[src/design/ssp_pkg.sv]
// Shared constants and types for the two-wire sensor client port
package ssp_pkg;

  // Device clock and bus timing figures
  localparam longint unsigned CLK_HZ        = 64'd125_000_000;
  localparam longint unsigned POWERUP_MS    = 64'd15;
  localparam longint unsigned TIMEOUT_MS    = 64'd30;
  localparam int              POWERUP_CYC   = int'((POWERUP_MS * CLK_HZ) / 64'd1000);
  localparam int              TIMEOUT_CYC   = int'((TIMEOUT_MS * CLK_HZ) / 64'd1000);

  // Bus framing
  localparam int              BYTE_BITS     = 8;
  localparam logic [6:0]      ARA_ADDR      = 7'h0c;  // 0001_100
  localparam logic [6:0]      FIXED_ADDR    = 7'h4c;  // 1001_100

  // Address patterns selected by the decoded pull-up range, 4.7k up to 33k
  localparam int              RANGE_COUNT   = 6;
  localparam logic [6:0]      ADDR_TABLE [RANGE_COUNT] = '{
    7'h7c, 7'h5c, 7'h4c, 7'h6c, 7'h1c, 7'h3c
  };
  localparam logic [2:0]      RANGE_DEFAULT = 3'h2;

  // Reset values
  localparam logic [7:0]      PTR_RESET     = 8'h00;

  // Request towards the register file
  typedef struct packed {
    logic       write;
    logic       read;
    logic [7:0] index;
    logic [7:0] wdata;
  } ssp_reg_req_t;

  // Alert handshake with the status logic
  typedef struct packed {
    logic pending;
    logic mask_all;
  } ssp_alert_in_t;

endpackage

[src/design/ssp_addr_decode.sv]
// Power-up address capture from the decoded pull-up range
`timescale 1ns/100ps
module ssp_addr_decode #(
  parameter int         POWERUP_CYCLES = ssp_pkg::POWERUP_CYC,
  parameter bit         SELECTABLE     = 1'b1,
  parameter logic [6:0] HARD_ADDR      = ssp_pkg::FIXED_ADDR
) (
  input  wire logic       clock,
  input  wire logic       reset,
  input  wire logic [2:0] range_code,
  output logic      [6:0] own_addr,
  output logic            ready
);
  import ssp_pkg::*;

  localparam int CW = $clog2(POWERUP_CYCLES + 1);

  if (POWERUP_CYCLES < 1) begin : g_chk
    $error("POWERUP_CYCLES must be at least one");
  end

  typedef struct packed {
    logic [2:0]    meta;
    logic [2:0]    sync;
    logic [CW-1:0] count;
    logic          ready;
    logic [6:0]    addr;
  } ssp_dec_state_t;

  ssp_dec_state_t st;
  ssp_dec_state_t next_st;

  // Count out the quiet window, then latch the address once
  always_comb begin
    next_st      = st;
    next_st.meta = range_code;
    next_st.sync = st.meta;
    if (!st.ready) begin
      if (st.count == CW'(POWERUP_CYCLES - 1)) begin
        next_st.ready = 1'b1;
        if (!SELECTABLE) begin
          next_st.addr = HARD_ADDR;
        end else if (st.sync < 3'(RANGE_COUNT)) begin
          next_st.addr = ADDR_TABLE[st.sync];
        end else begin
          next_st.addr = ADDR_TABLE[RANGE_DEFAULT];
        end
      end else begin
        next_st.count = st.count + CW'(1);
      end
    end
  end

  // State register
  always_ff @(posedge clock) begin
    if (reset) begin
      st <= '{meta: 3'h0, sync: 3'h0, count: '0, ready: 1'b0, addr: 7'h00};
    end else begin
      st <= next_st;
    end
  end

  assign own_addr = st.addr;
  assign ready    = st.ready;

endmodule

[src/design/ssp_client.sv]
// Two-wire bus client port of the temperature monitor
//
// Notes on behaviour
// - Ignore bus for 15ms after power-up
// - Data falls while clock high: start
// - First byte: 7-bit address, direction bit
// - Address chosen from decoded pull-up range
// - Bytes are eight bits, MSB first
// - Acknowledge address, index and first data byte
// - Data rises while clock high: stop, reset
// - Optional 30ms clock-low timeout resets protocol
// - Works from 10kHz to 400kHz
// - Wrong address or sequence: no ack, no change
// - Write byte: index, data, stored at stop
// - Read byte: index, repeated start, read
// - Index only then stop: pointer load
// - Short read returns pointed register
// - Alert response read returns own address
// - Full address sent, then set mask
// - Alert response leaves status flags alone
// - Mask set holds interrupt output released
`timescale 1ns/100ps
module ssp_client #(
  parameter int         POWERUP_CYCLES = ssp_pkg::POWERUP_CYC,
  parameter int         TIMEOUT_CYCLES = ssp_pkg::TIMEOUT_CYC,
  parameter bit         SELECTABLE     = 1'b1,
  parameter logic [6:0] HARD_ADDR      = ssp_pkg::FIXED_ADDR
) (
  input  wire logic                  clock,
  input  wire logic                  reset,
  input  wire logic                  bus_clock_pin_in,
  input  wire logic                  bus_data_pin_in,
  output logic                       bus_data_pin_out,
  output logic                       bus_data_pin_oe,
  output logic                       alert_pin_out,
  output logic                       alert_pin_oe,
  input  wire logic [2:0]            addr_range_code,
  input  wire logic                  timeout_enable,
  input  wire ssp_pkg::ssp_alert_in_t alert_in,
  output logic                       mask_set,
  output ssp_pkg::ssp_reg_req_t      reg_req,
  input  wire logic [7:0]            reg_rdata,
  output logic [6:0]                 own_addr,
  output logic                       addr_ready
);
  import ssp_pkg::*;

  localparam int TW = $clog2(TIMEOUT_CYCLES + 1);

  if (TIMEOUT_CYCLES < 1) begin : g_chk
    $error("TIMEOUT_CYCLES must be at least one");
  end

  typedef enum logic [2:0] {
    S_IDLE,
    S_ADDR,
    S_ADDR_ACK,
    S_RX_BYTE,
    S_RX_ACK,
    S_TX_BYTE,
    S_TX_ACK,
    S_IGNORE
  } ssp_fsm_t;

  typedef struct packed {
    logic          scl_meta;
    logic          scl_sync;
    logic          sda_meta;
    logic          sda_sync;
    logic          scl_prev;
    logic          sda_prev;
    ssp_fsm_t      fsm;
    logic [2:0]    bit_cnt;
    logic          byte_done;
    logic [7:0]    shift;
    logic          rw;
    logic          ara;
    logic [1:0]    byte_no;
    logic [7:0]    ptr;
    logic [7:0]    wdata;
    logic          wpend;
    logic          sda_oe;
    logic          reg_write;
    logic          reg_read;
    logic          mask_set;
    logic          alert_oe;
    logic [TW-1:0] tout;
  } ssp_state_t;

  ssp_state_t st;
  ssp_state_t next_st;

  logic       scl_rise;
  logic       scl_fall;
  logic       start_seen;
  logic       stop_seen;
  logic       tout_hit;
  logic       addr_hit;
  logic       ara_hit;
  logic [7:0] rx_byte;

  // Address capture at power-up
  ssp_addr_decode #(
    .POWERUP_CYCLES (POWERUP_CYCLES),
    .SELECTABLE     (SELECTABLE),
    .HARD_ADDR      (HARD_ADDR)
  ) u_decode (
    .clock      (clock),
    .reset      (reset),
    .range_code (addr_range_code),
    .own_addr   (own_addr),
    .ready      (addr_ready)
  );

  // Bus events from the synchronised lines only
  assign scl_rise   = st.scl_sync & ~st.scl_prev;
  assign scl_fall   = ~st.scl_sync & st.scl_prev;
  assign start_seen = st.scl_sync & st.scl_prev & st.sda_prev & ~st.sda_sync;
  assign stop_seen  = st.scl_sync & st.scl_prev & ~st.sda_prev & st.sda_sync;
  assign tout_hit   = timeout_enable && (st.tout == TW'(TIMEOUT_CYCLES));
  assign rx_byte    = st.shift;
  assign addr_hit   = (rx_byte[7:1] == own_addr);
  assign ara_hit    = (rx_byte[7:1] == ARA_ADDR) && rx_byte[0] &&
                      alert_in.pending && !alert_in.mask_all;

  // Next-state logic
  always_comb begin
    next_st           = st;
    // Both lines pass two flip-flops before any event logic
    next_st.scl_meta  = bus_clock_pin_in;
    next_st.scl_sync  = st.scl_meta;
    next_st.sda_meta  = bus_data_pin_in;
    next_st.sda_sync  = st.sda_meta;
    next_st.scl_prev  = st.scl_sync;
    next_st.sda_prev  = st.sda_sync;
    next_st.reg_write = 1'b0;
    next_st.reg_read  = 1'b0;
    next_st.mask_set  = 1'b0;
    // Interrupt output gated by the global mask
    next_st.alert_oe  = alert_in.pending & ~alert_in.mask_all;

    // Clock-low timer, cleared whenever the clock is high
    if (st.scl_sync || st.fsm == S_IDLE) begin
      next_st.tout = '0;
    end else if (st.tout != TW'(TIMEOUT_CYCLES)) begin
      next_st.tout = st.tout + TW'(1);
    end

    if (!addr_ready) begin
      // Quiet window after power-up
      next_st.fsm    = S_IDLE;
      next_st.sda_oe = 1'b0;
    end else if (stop_seen) begin
      // Commit a complete write, then wait for a new start
      // The stop's own clock rise shifts in one low bit
      if (st.wpend && st.fsm == S_RX_BYTE && !st.byte_done &&
          st.bit_cnt <= 3'h1) begin
        next_st.reg_write = 1'b1;
      end
      next_st.wpend  = 1'b0;
      next_st.fsm    = S_IDLE;
      next_st.sda_oe = 1'b0;
    end else if (start_seen) begin
      // New or repeated start drops any unfinished write
      next_st.fsm       = S_ADDR;
      next_st.bit_cnt   = 3'h0;
      next_st.byte_done = 1'b0;
      next_st.wpend     = 1'b0;
      next_st.sda_oe    = 1'b0;
    end else if (tout_hit) begin
      next_st.fsm    = S_IDLE;
      next_st.wpend  = 1'b0;
      next_st.sda_oe = 1'b0;
    end else begin
      // Every code of the state type is a state
      unique case (st.fsm)
        // Wait for the next start
        S_IDLE, S_IGNORE: begin
          next_st.sda_oe = 1'b0;
        end

        // Address byte, sampled on rising clock
        S_ADDR: begin
          if (scl_rise) begin
            next_st.shift   = {st.shift[6:0], st.sda_sync};
            next_st.bit_cnt = st.bit_cnt + 3'h1;
            if (st.bit_cnt == 3'(BYTE_BITS - 1)) begin
              next_st.byte_done = 1'b1;
            end
          end else if (scl_fall && st.byte_done) begin
            next_st.byte_done = 1'b0;
            next_st.rw        = rx_byte[0];
            next_st.byte_no   = 2'h0;
            if (ara_hit) begin
              next_st.ara    = 1'b1;
              next_st.sda_oe = 1'b1;
              next_st.fsm    = S_ADDR_ACK;
            end else if (addr_hit) begin
              next_st.ara    = 1'b0;
              next_st.sda_oe = 1'b1;
              next_st.fsm    = S_ADDR_ACK;
            end else begin
              next_st.fsm    = S_IGNORE;
            end
          end
        end

        // Hold the acknowledge for one clock period
        S_ADDR_ACK: begin
          if (scl_fall) begin
            next_st.bit_cnt = 3'h0;
            if (st.rw) begin
              if (st.ara) begin
                next_st.shift = {own_addr, 1'b0};
              end else begin
                next_st.shift    = reg_rdata;
                next_st.reg_read = 1'b1;
              end
              next_st.sda_oe = st.ara ? ~own_addr[6] : ~reg_rdata[7];
              next_st.fsm    = S_TX_BYTE;
            end else begin
              next_st.sda_oe = 1'b0;
              next_st.fsm    = S_RX_BYTE;
            end
          end
        end

        // Index or data byte from the host
        S_RX_BYTE: begin
          if (scl_rise) begin
            next_st.shift   = {st.shift[6:0], st.sda_sync};
            next_st.bit_cnt = st.bit_cnt + 3'h1;
            if (st.bit_cnt == 3'(BYTE_BITS - 1)) begin
              next_st.byte_done = 1'b1;
            end
          end else if (scl_fall && st.byte_done) begin
            next_st.byte_done = 1'b0;
            if (st.byte_no == 2'h0) begin
              next_st.ptr     = rx_byte;
              next_st.byte_no = 2'h1;
              next_st.sda_oe  = 1'b1;
              next_st.fsm     = S_RX_ACK;
            end else if (st.byte_no == 2'h1) begin
              next_st.wdata   = rx_byte;
              next_st.wpend   = 1'b1;
              next_st.byte_no = 2'h2;
              next_st.sda_oe  = 1'b1;
              next_st.fsm     = S_RX_ACK;
            end else begin
              next_st.wpend   = 1'b0;
              next_st.fsm     = S_IGNORE;
            end
          end
        end

        // Release the acknowledge at the next fall
        S_RX_ACK: begin
          if (scl_fall) begin
            next_st.sda_oe  = 1'b0;
            next_st.bit_cnt = 3'h0;
            next_st.fsm     = S_RX_BYTE;
          end
        end

        // Send a byte, checking the line on every bit
        S_TX_BYTE: begin
          if (scl_rise) begin
            if (st.shift[7] && !st.sda_sync) begin
              next_st.sda_oe = 1'b0;
              next_st.fsm    = S_IGNORE;
            end else begin
              next_st.bit_cnt = st.bit_cnt + 3'h1;
              if (st.bit_cnt == 3'(BYTE_BITS - 1)) begin
                next_st.byte_done = 1'b1;
                next_st.mask_set  = st.ara;
              end
            end
          end else if (scl_fall) begin
            if (st.byte_done) begin
              next_st.byte_done = 1'b0;
              next_st.sda_oe    = 1'b0;
              next_st.fsm       = S_TX_ACK;
            end else begin
              next_st.shift  = {st.shift[6:0], 1'b0};
              next_st.sda_oe = ~st.shift[6];
            end
          end
        end

        // Host answers: low asks for more, high ends the read
        S_TX_ACK: begin
          if (scl_rise) begin
            if (st.sda_sync) begin
              next_st.fsm = S_IGNORE;
            end else begin
              next_st.byte_done = 1'b1;
            end
          end else if (scl_fall && st.byte_done) begin
            next_st.byte_done = 1'b0;
            next_st.bit_cnt   = 3'h0;
            next_st.shift     = st.ara ? {own_addr, 1'b0} : reg_rdata;
            next_st.reg_read  = ~st.ara;
            next_st.sda_oe    = st.ara ? ~own_addr[6] : ~reg_rdata[7];
            next_st.fsm       = S_TX_BYTE;
          end
        end
      endcase
    end
  end

  // State register
  always_ff @(posedge clock) begin
    if (reset) begin
      st <= '{
        scl_meta:  1'b1, scl_sync: 1'b1, sda_meta: 1'b1, sda_sync: 1'b1,
        scl_prev:  1'b1, sda_prev: 1'b1, fsm: S_IDLE, bit_cnt: 3'h0,
        byte_done: 1'b0, shift: 8'h00, rw: 1'b0, ara: 1'b0, byte_no: 2'h0,
        ptr:       PTR_RESET, wdata: 8'h00, wpend: 1'b0, sda_oe: 1'b0,
        reg_write: 1'b0, reg_read: 1'b0, mask_set: 1'b0, alert_oe: 1'b0,
        tout:      '0
      };
    end else begin
      st <= next_st;
    end
  end

  // Open-drain pins only ever pull low
  assign bus_data_pin_out = 1'b0;
  assign bus_data_pin_oe  = st.sda_oe;
  assign alert_pin_out    = 1'b0;
  assign alert_pin_oe     = st.alert_oe;
  assign mask_set         = st.mask_set;
  assign reg_req.write    = st.reg_write;
  assign reg_req.read     = st.reg_read;
  assign reg_req.index    = st.ptr;
  assign reg_req.wdata    = st.wdata;

endmodule

[config.mk]
export PLATFORM = sky130hd
export DESIGN_NAME = ssp_client
export DESIGN_NICKNAME = d
export VERILOG_FILES = /design/src/design/ssp_pkg.sv /design/src/design/ssp_addr_decode.sv /design/src/design/ssp_client.sv
export SDC_FILE = /design/constraint.sdc
export NUM_CORES = 1
export LEC_CHECK = 0
export ABC_AREA = 0
export BUFFER_PORTS_ARGS = -buffer_cell sky130_fd_sc_hd__buf_2
export CAP_MARGIN = 20
export CORE_AREA = 2 2 133 135
export CTS_BUF_LIST = sky130_fd_sc_hd__clkbuf_16
export DETAILED_ROUTE_END_ITERATION = 8
export DIE_AREA = 0 0 135 137
export PLACE_DENSITY = 0.52
export SYNTH_ARGS = -nofsm -noshare
export SYNTH_HDL_FRONTEND = slang
export SYNTH_SLANG_ARGS = --single-unit
[constraint.sdc]
create_clock -name clock -period 2.2 [get_ports clock]
set_input_delay 0.44 -clock clock [delete_from_list [all_inputs] [get_ports clock]]
set_output_delay 0.44 -clock clock [all_outputs]
set_load 0.005 [all_outputs]
==> results.sh <==
export IMPL_place_inst=891
export IMPL_tritoncts="built"
export IMPL_grt_pass1_vias=4171
export IMPL_core_area_um2=17100
export IMPL_initial_core_util=0.297
export IMPL_diodes=0
export IMPL_ios=49
export IMPL_p_total_uw=3550
export IMPL_insertion_delay_ps=350
export IMPL_ys_ff_latch=101
export IMPL_timing_fmax_mhz=422
export IMPL_drc=0
export IMPL_min_period_over_period=1.08
export IMPL_clockBufferDepth=2
export IMPL_hold_viol_final=0
export IMPL_ys_warnings_count=0
export IMPL_vias=4343
export IMPL_grt_max_degree=68
export IMPL_drt_first_pass_iters=5
export IMPL_fin_skew_ps=8.82
export IMPL_port_buffer_count=44
export IMPL_cp_data_required_time_ps=2430
export IMPL_numClockSinks=101
export IMPL_htreeDepth=3
export IMPL_ant_nets=0
export IMPL_syn_inst=591
export IMPL_slowest_stage="or4_2"
export IMPL_drt_total_wl_um=12600
export IMPL_grt_pass1_wl_um=20500
export IMPL_dp_hpwl_um=9140
export IMPL_synth_area_leader_cell="dfxtp_1"
export IMPL_worst_pin_slew_ps=862
export IMPL_cts_inserted_buffers=9
export IMPL_final_cells=910
export IMPL_area_growth_pct=24.6
export IMPL_synth_most_common_cell="dfxtp_1"
export IMPL_finalMaxSlewViolations=0
export IMPL_p_per_area_nw_per_um2=562
export IMPL_maxCapViolations=0
export IMPL_synth_cell_types=64
export IMPL_fp_dieArea_um2=18500
export IMPL_async_flop_share=0
export IMPL_clk_pin_slew_ps=70
export IMPL_antenna_found_initial=0
export IMPL_globalplace_congestion=0.850
export IMPL_crit_type="flop to flop"
export IMPL_hold_path_class="input pin to flop"
export IMPL_critPathLaunchType="flop"
export IMPL_grt_usage=0.139
export IMPL_worstPathArrival_ps=2600
export IMPL_cts_hold_buf=0
export IMPL_worstPathCellList="or4_1 > or4_4 > or4_2 > a21oi_1 > nor2_1"
export IMPL_violations="negative setup slack"
export IMPL_cpPeakStageDelay_ps=620
export IMPL_syn_area_um2=5070
export IMPL_synthFlopType="dfxtp_1"
export IMPL_min_period_ps=2370
export IMPL_fill_cells=1756
export IMPL_yosys_area_top_type_share=0.399
export IMPL_die_h_um=137
export IMPL_relSlewSlack=0.421
export IMPL_row_count=48
export IMPL_nets=707
export IMPL_pre_cts_slack_ps=-170
export IMPL_worst_slack_ps=-168
export IMPL_avgRoutedWirePerCell_um=13.8
export IMPL_cts_root_buf="clkbuf_16"
export IMPL_rrSetupSlack_ps=-170
export IMPL_p_leak_uw=0.00246
export IMPL_status="finished, violations left"
export IMPL_setup_viol=33
export IMPL_drive_gt1_frac=0.267
export IMPL_rsz0062_at_grt="true"
export IMPL_synth_area_leaders="dfxtp_1 40%, nor2_1 7.2%, mux2i_1 5.9%"
export IMPL_yosys_top_cells_count="101 x dfxtp_1, 97 x nor2_1, 30 x mux2i_1, 29 x nand2_1, 29 x xor2_1"
export IMPL_critPathMaxFanout=4
export IMPL_ys_seq_area_frac=0.399
export IMPL_vias_per_cell=4.77
export IMPL_avgSynthCellArea_um2=8.57
export IMPL_fp_dieW_um=135
export IMPL_dr_first_iter_drc_count=239
export IMPL_grt_ovfl_total=0
export IMPL_synth_edf_count=0
export IMPL_cp_end_kind="flop"
export IMPL_ir_drop_mv=0.517
[through the flow]
stage	TNS, ps	cell area [µm²]	util	hold WS, ps
after floorplan	-1960	5140	-	389
after global placement	-4730	5930	0.348	408
after detailed placement	-4310	5940	0.348	409
after CTS	-3540	6260	0.367	262
after global routing	-7560	6310	0.370	269
final	-3320	6310	0.370	277
[layout make-up]
cell class	count	area, µm²	share of cell area
inverters	18	67.6	0.0107
flip-flops and latches	101	2030	0.321
repair buffers	127	876	0.139
clock inverters	7	65.1	0.0103
well taps	225	282	0.0446
clock buffers	9	225	0.0357
multi-input cells	423	2770	0.439
[metal layers]
layer / up-vias / GRT usage / routed length [µm]
met4: 0 / 0.0590 / 262
met3: 21 / 0.0330 / 450
met5: - / 0 / 0
li1: 2195 / - / -
met1: 2042 / 0.179 / 5930
met2: 85 / 0.224 / 5930
[final timing paths]
path / from / to / cells past startpoint
hold / removal: bus_data_pin_in / next_st[65]$_SDFF_PP1_ / 2
setup reg to reg: st[9]$_SDFFE_PP0P_ / st[1]$_SDFFE_PP0P_ / 5
hold reg to reg: next_st[67]$_SDFF_PP1_ / next_st[64]$_SDFF_PP1_ / 1
setup / recovery: st[9]$_SDFFE_PP0P_ / st[1]$_SDFFE_PP0P_ / 5
[where the power goes]
group / internal [µW] / total, µW / switching, µW
clock network: 877 / 1580 / 705
registers: 1840 / 1850 / 10.2
logic: 49.4 / 111 / 61.9
[flip-flops by register name, summed over array words and instances (netlist names)]
| register | flops |
|---|---|
| bus_data_pin_oe | 1 |
| u_decode.st | 24 |
| u_decode.own_addr | 4 |
| u_decode.next_st | 3 |
| rx_byte | 8 |
| next_st | 4 |
| st | 36 |
| u_decode.ready | 1 |
| alert_pin_oe | 1 |
| mask_set | 1 |
| reg_req | 18 |
[layout by cell type (no fill, tap or decap), types with 4 or more instances in the layout]
cell / n
a21oi_1: 23
o21ai_0: 18
conb_1: 4
xnor2_1: 12
nand2b_1: 9
and3_1: 5
dfxtp_1: 98
or3_1: 6
buf_4: 79
or2_2: 8
buf_2: 44
nor3b_1: 4
nor2b_1: 15
nand2_1: 29
nor3_1: 11
ha_1: 8
nor4_1: 5
inv_1: 18
a211oi_1: 6
nand3_1: 22
xor2_1: 29
nand4_1: 12
mux2i_1: 30
clkinv_1: 4
nor2_1: 97
clkbuf_16: 9
[cell families (layout without fill, tap and decap cells)]
logic type	after synthesis	count (layout)	synth area share
compound gates	77	77	0.100
mux	32	32	0.0637
simple gates	259	260	0.265
flops	101	101	0.399
xor+xnor	41	41	0.0709
fa+ha+maj	9	9	0.0222
other cells	1	4	0.000740
buf+inv	71	161	0.0780
[worst max-delay path: cells and delay by family (launching register included)]
kind	cells	cell delay [ps]
compound gates	1	190
simple gates	4	1750
flops	1	310
[timing repair]
item,4_1_cts,5_1_grt
cloned,0,1
pin swaps,2,2
setup buffers,0,2
resized for setup,9,4
setup endpoints to repair,38,42
(Power assumes the default switching activity.)
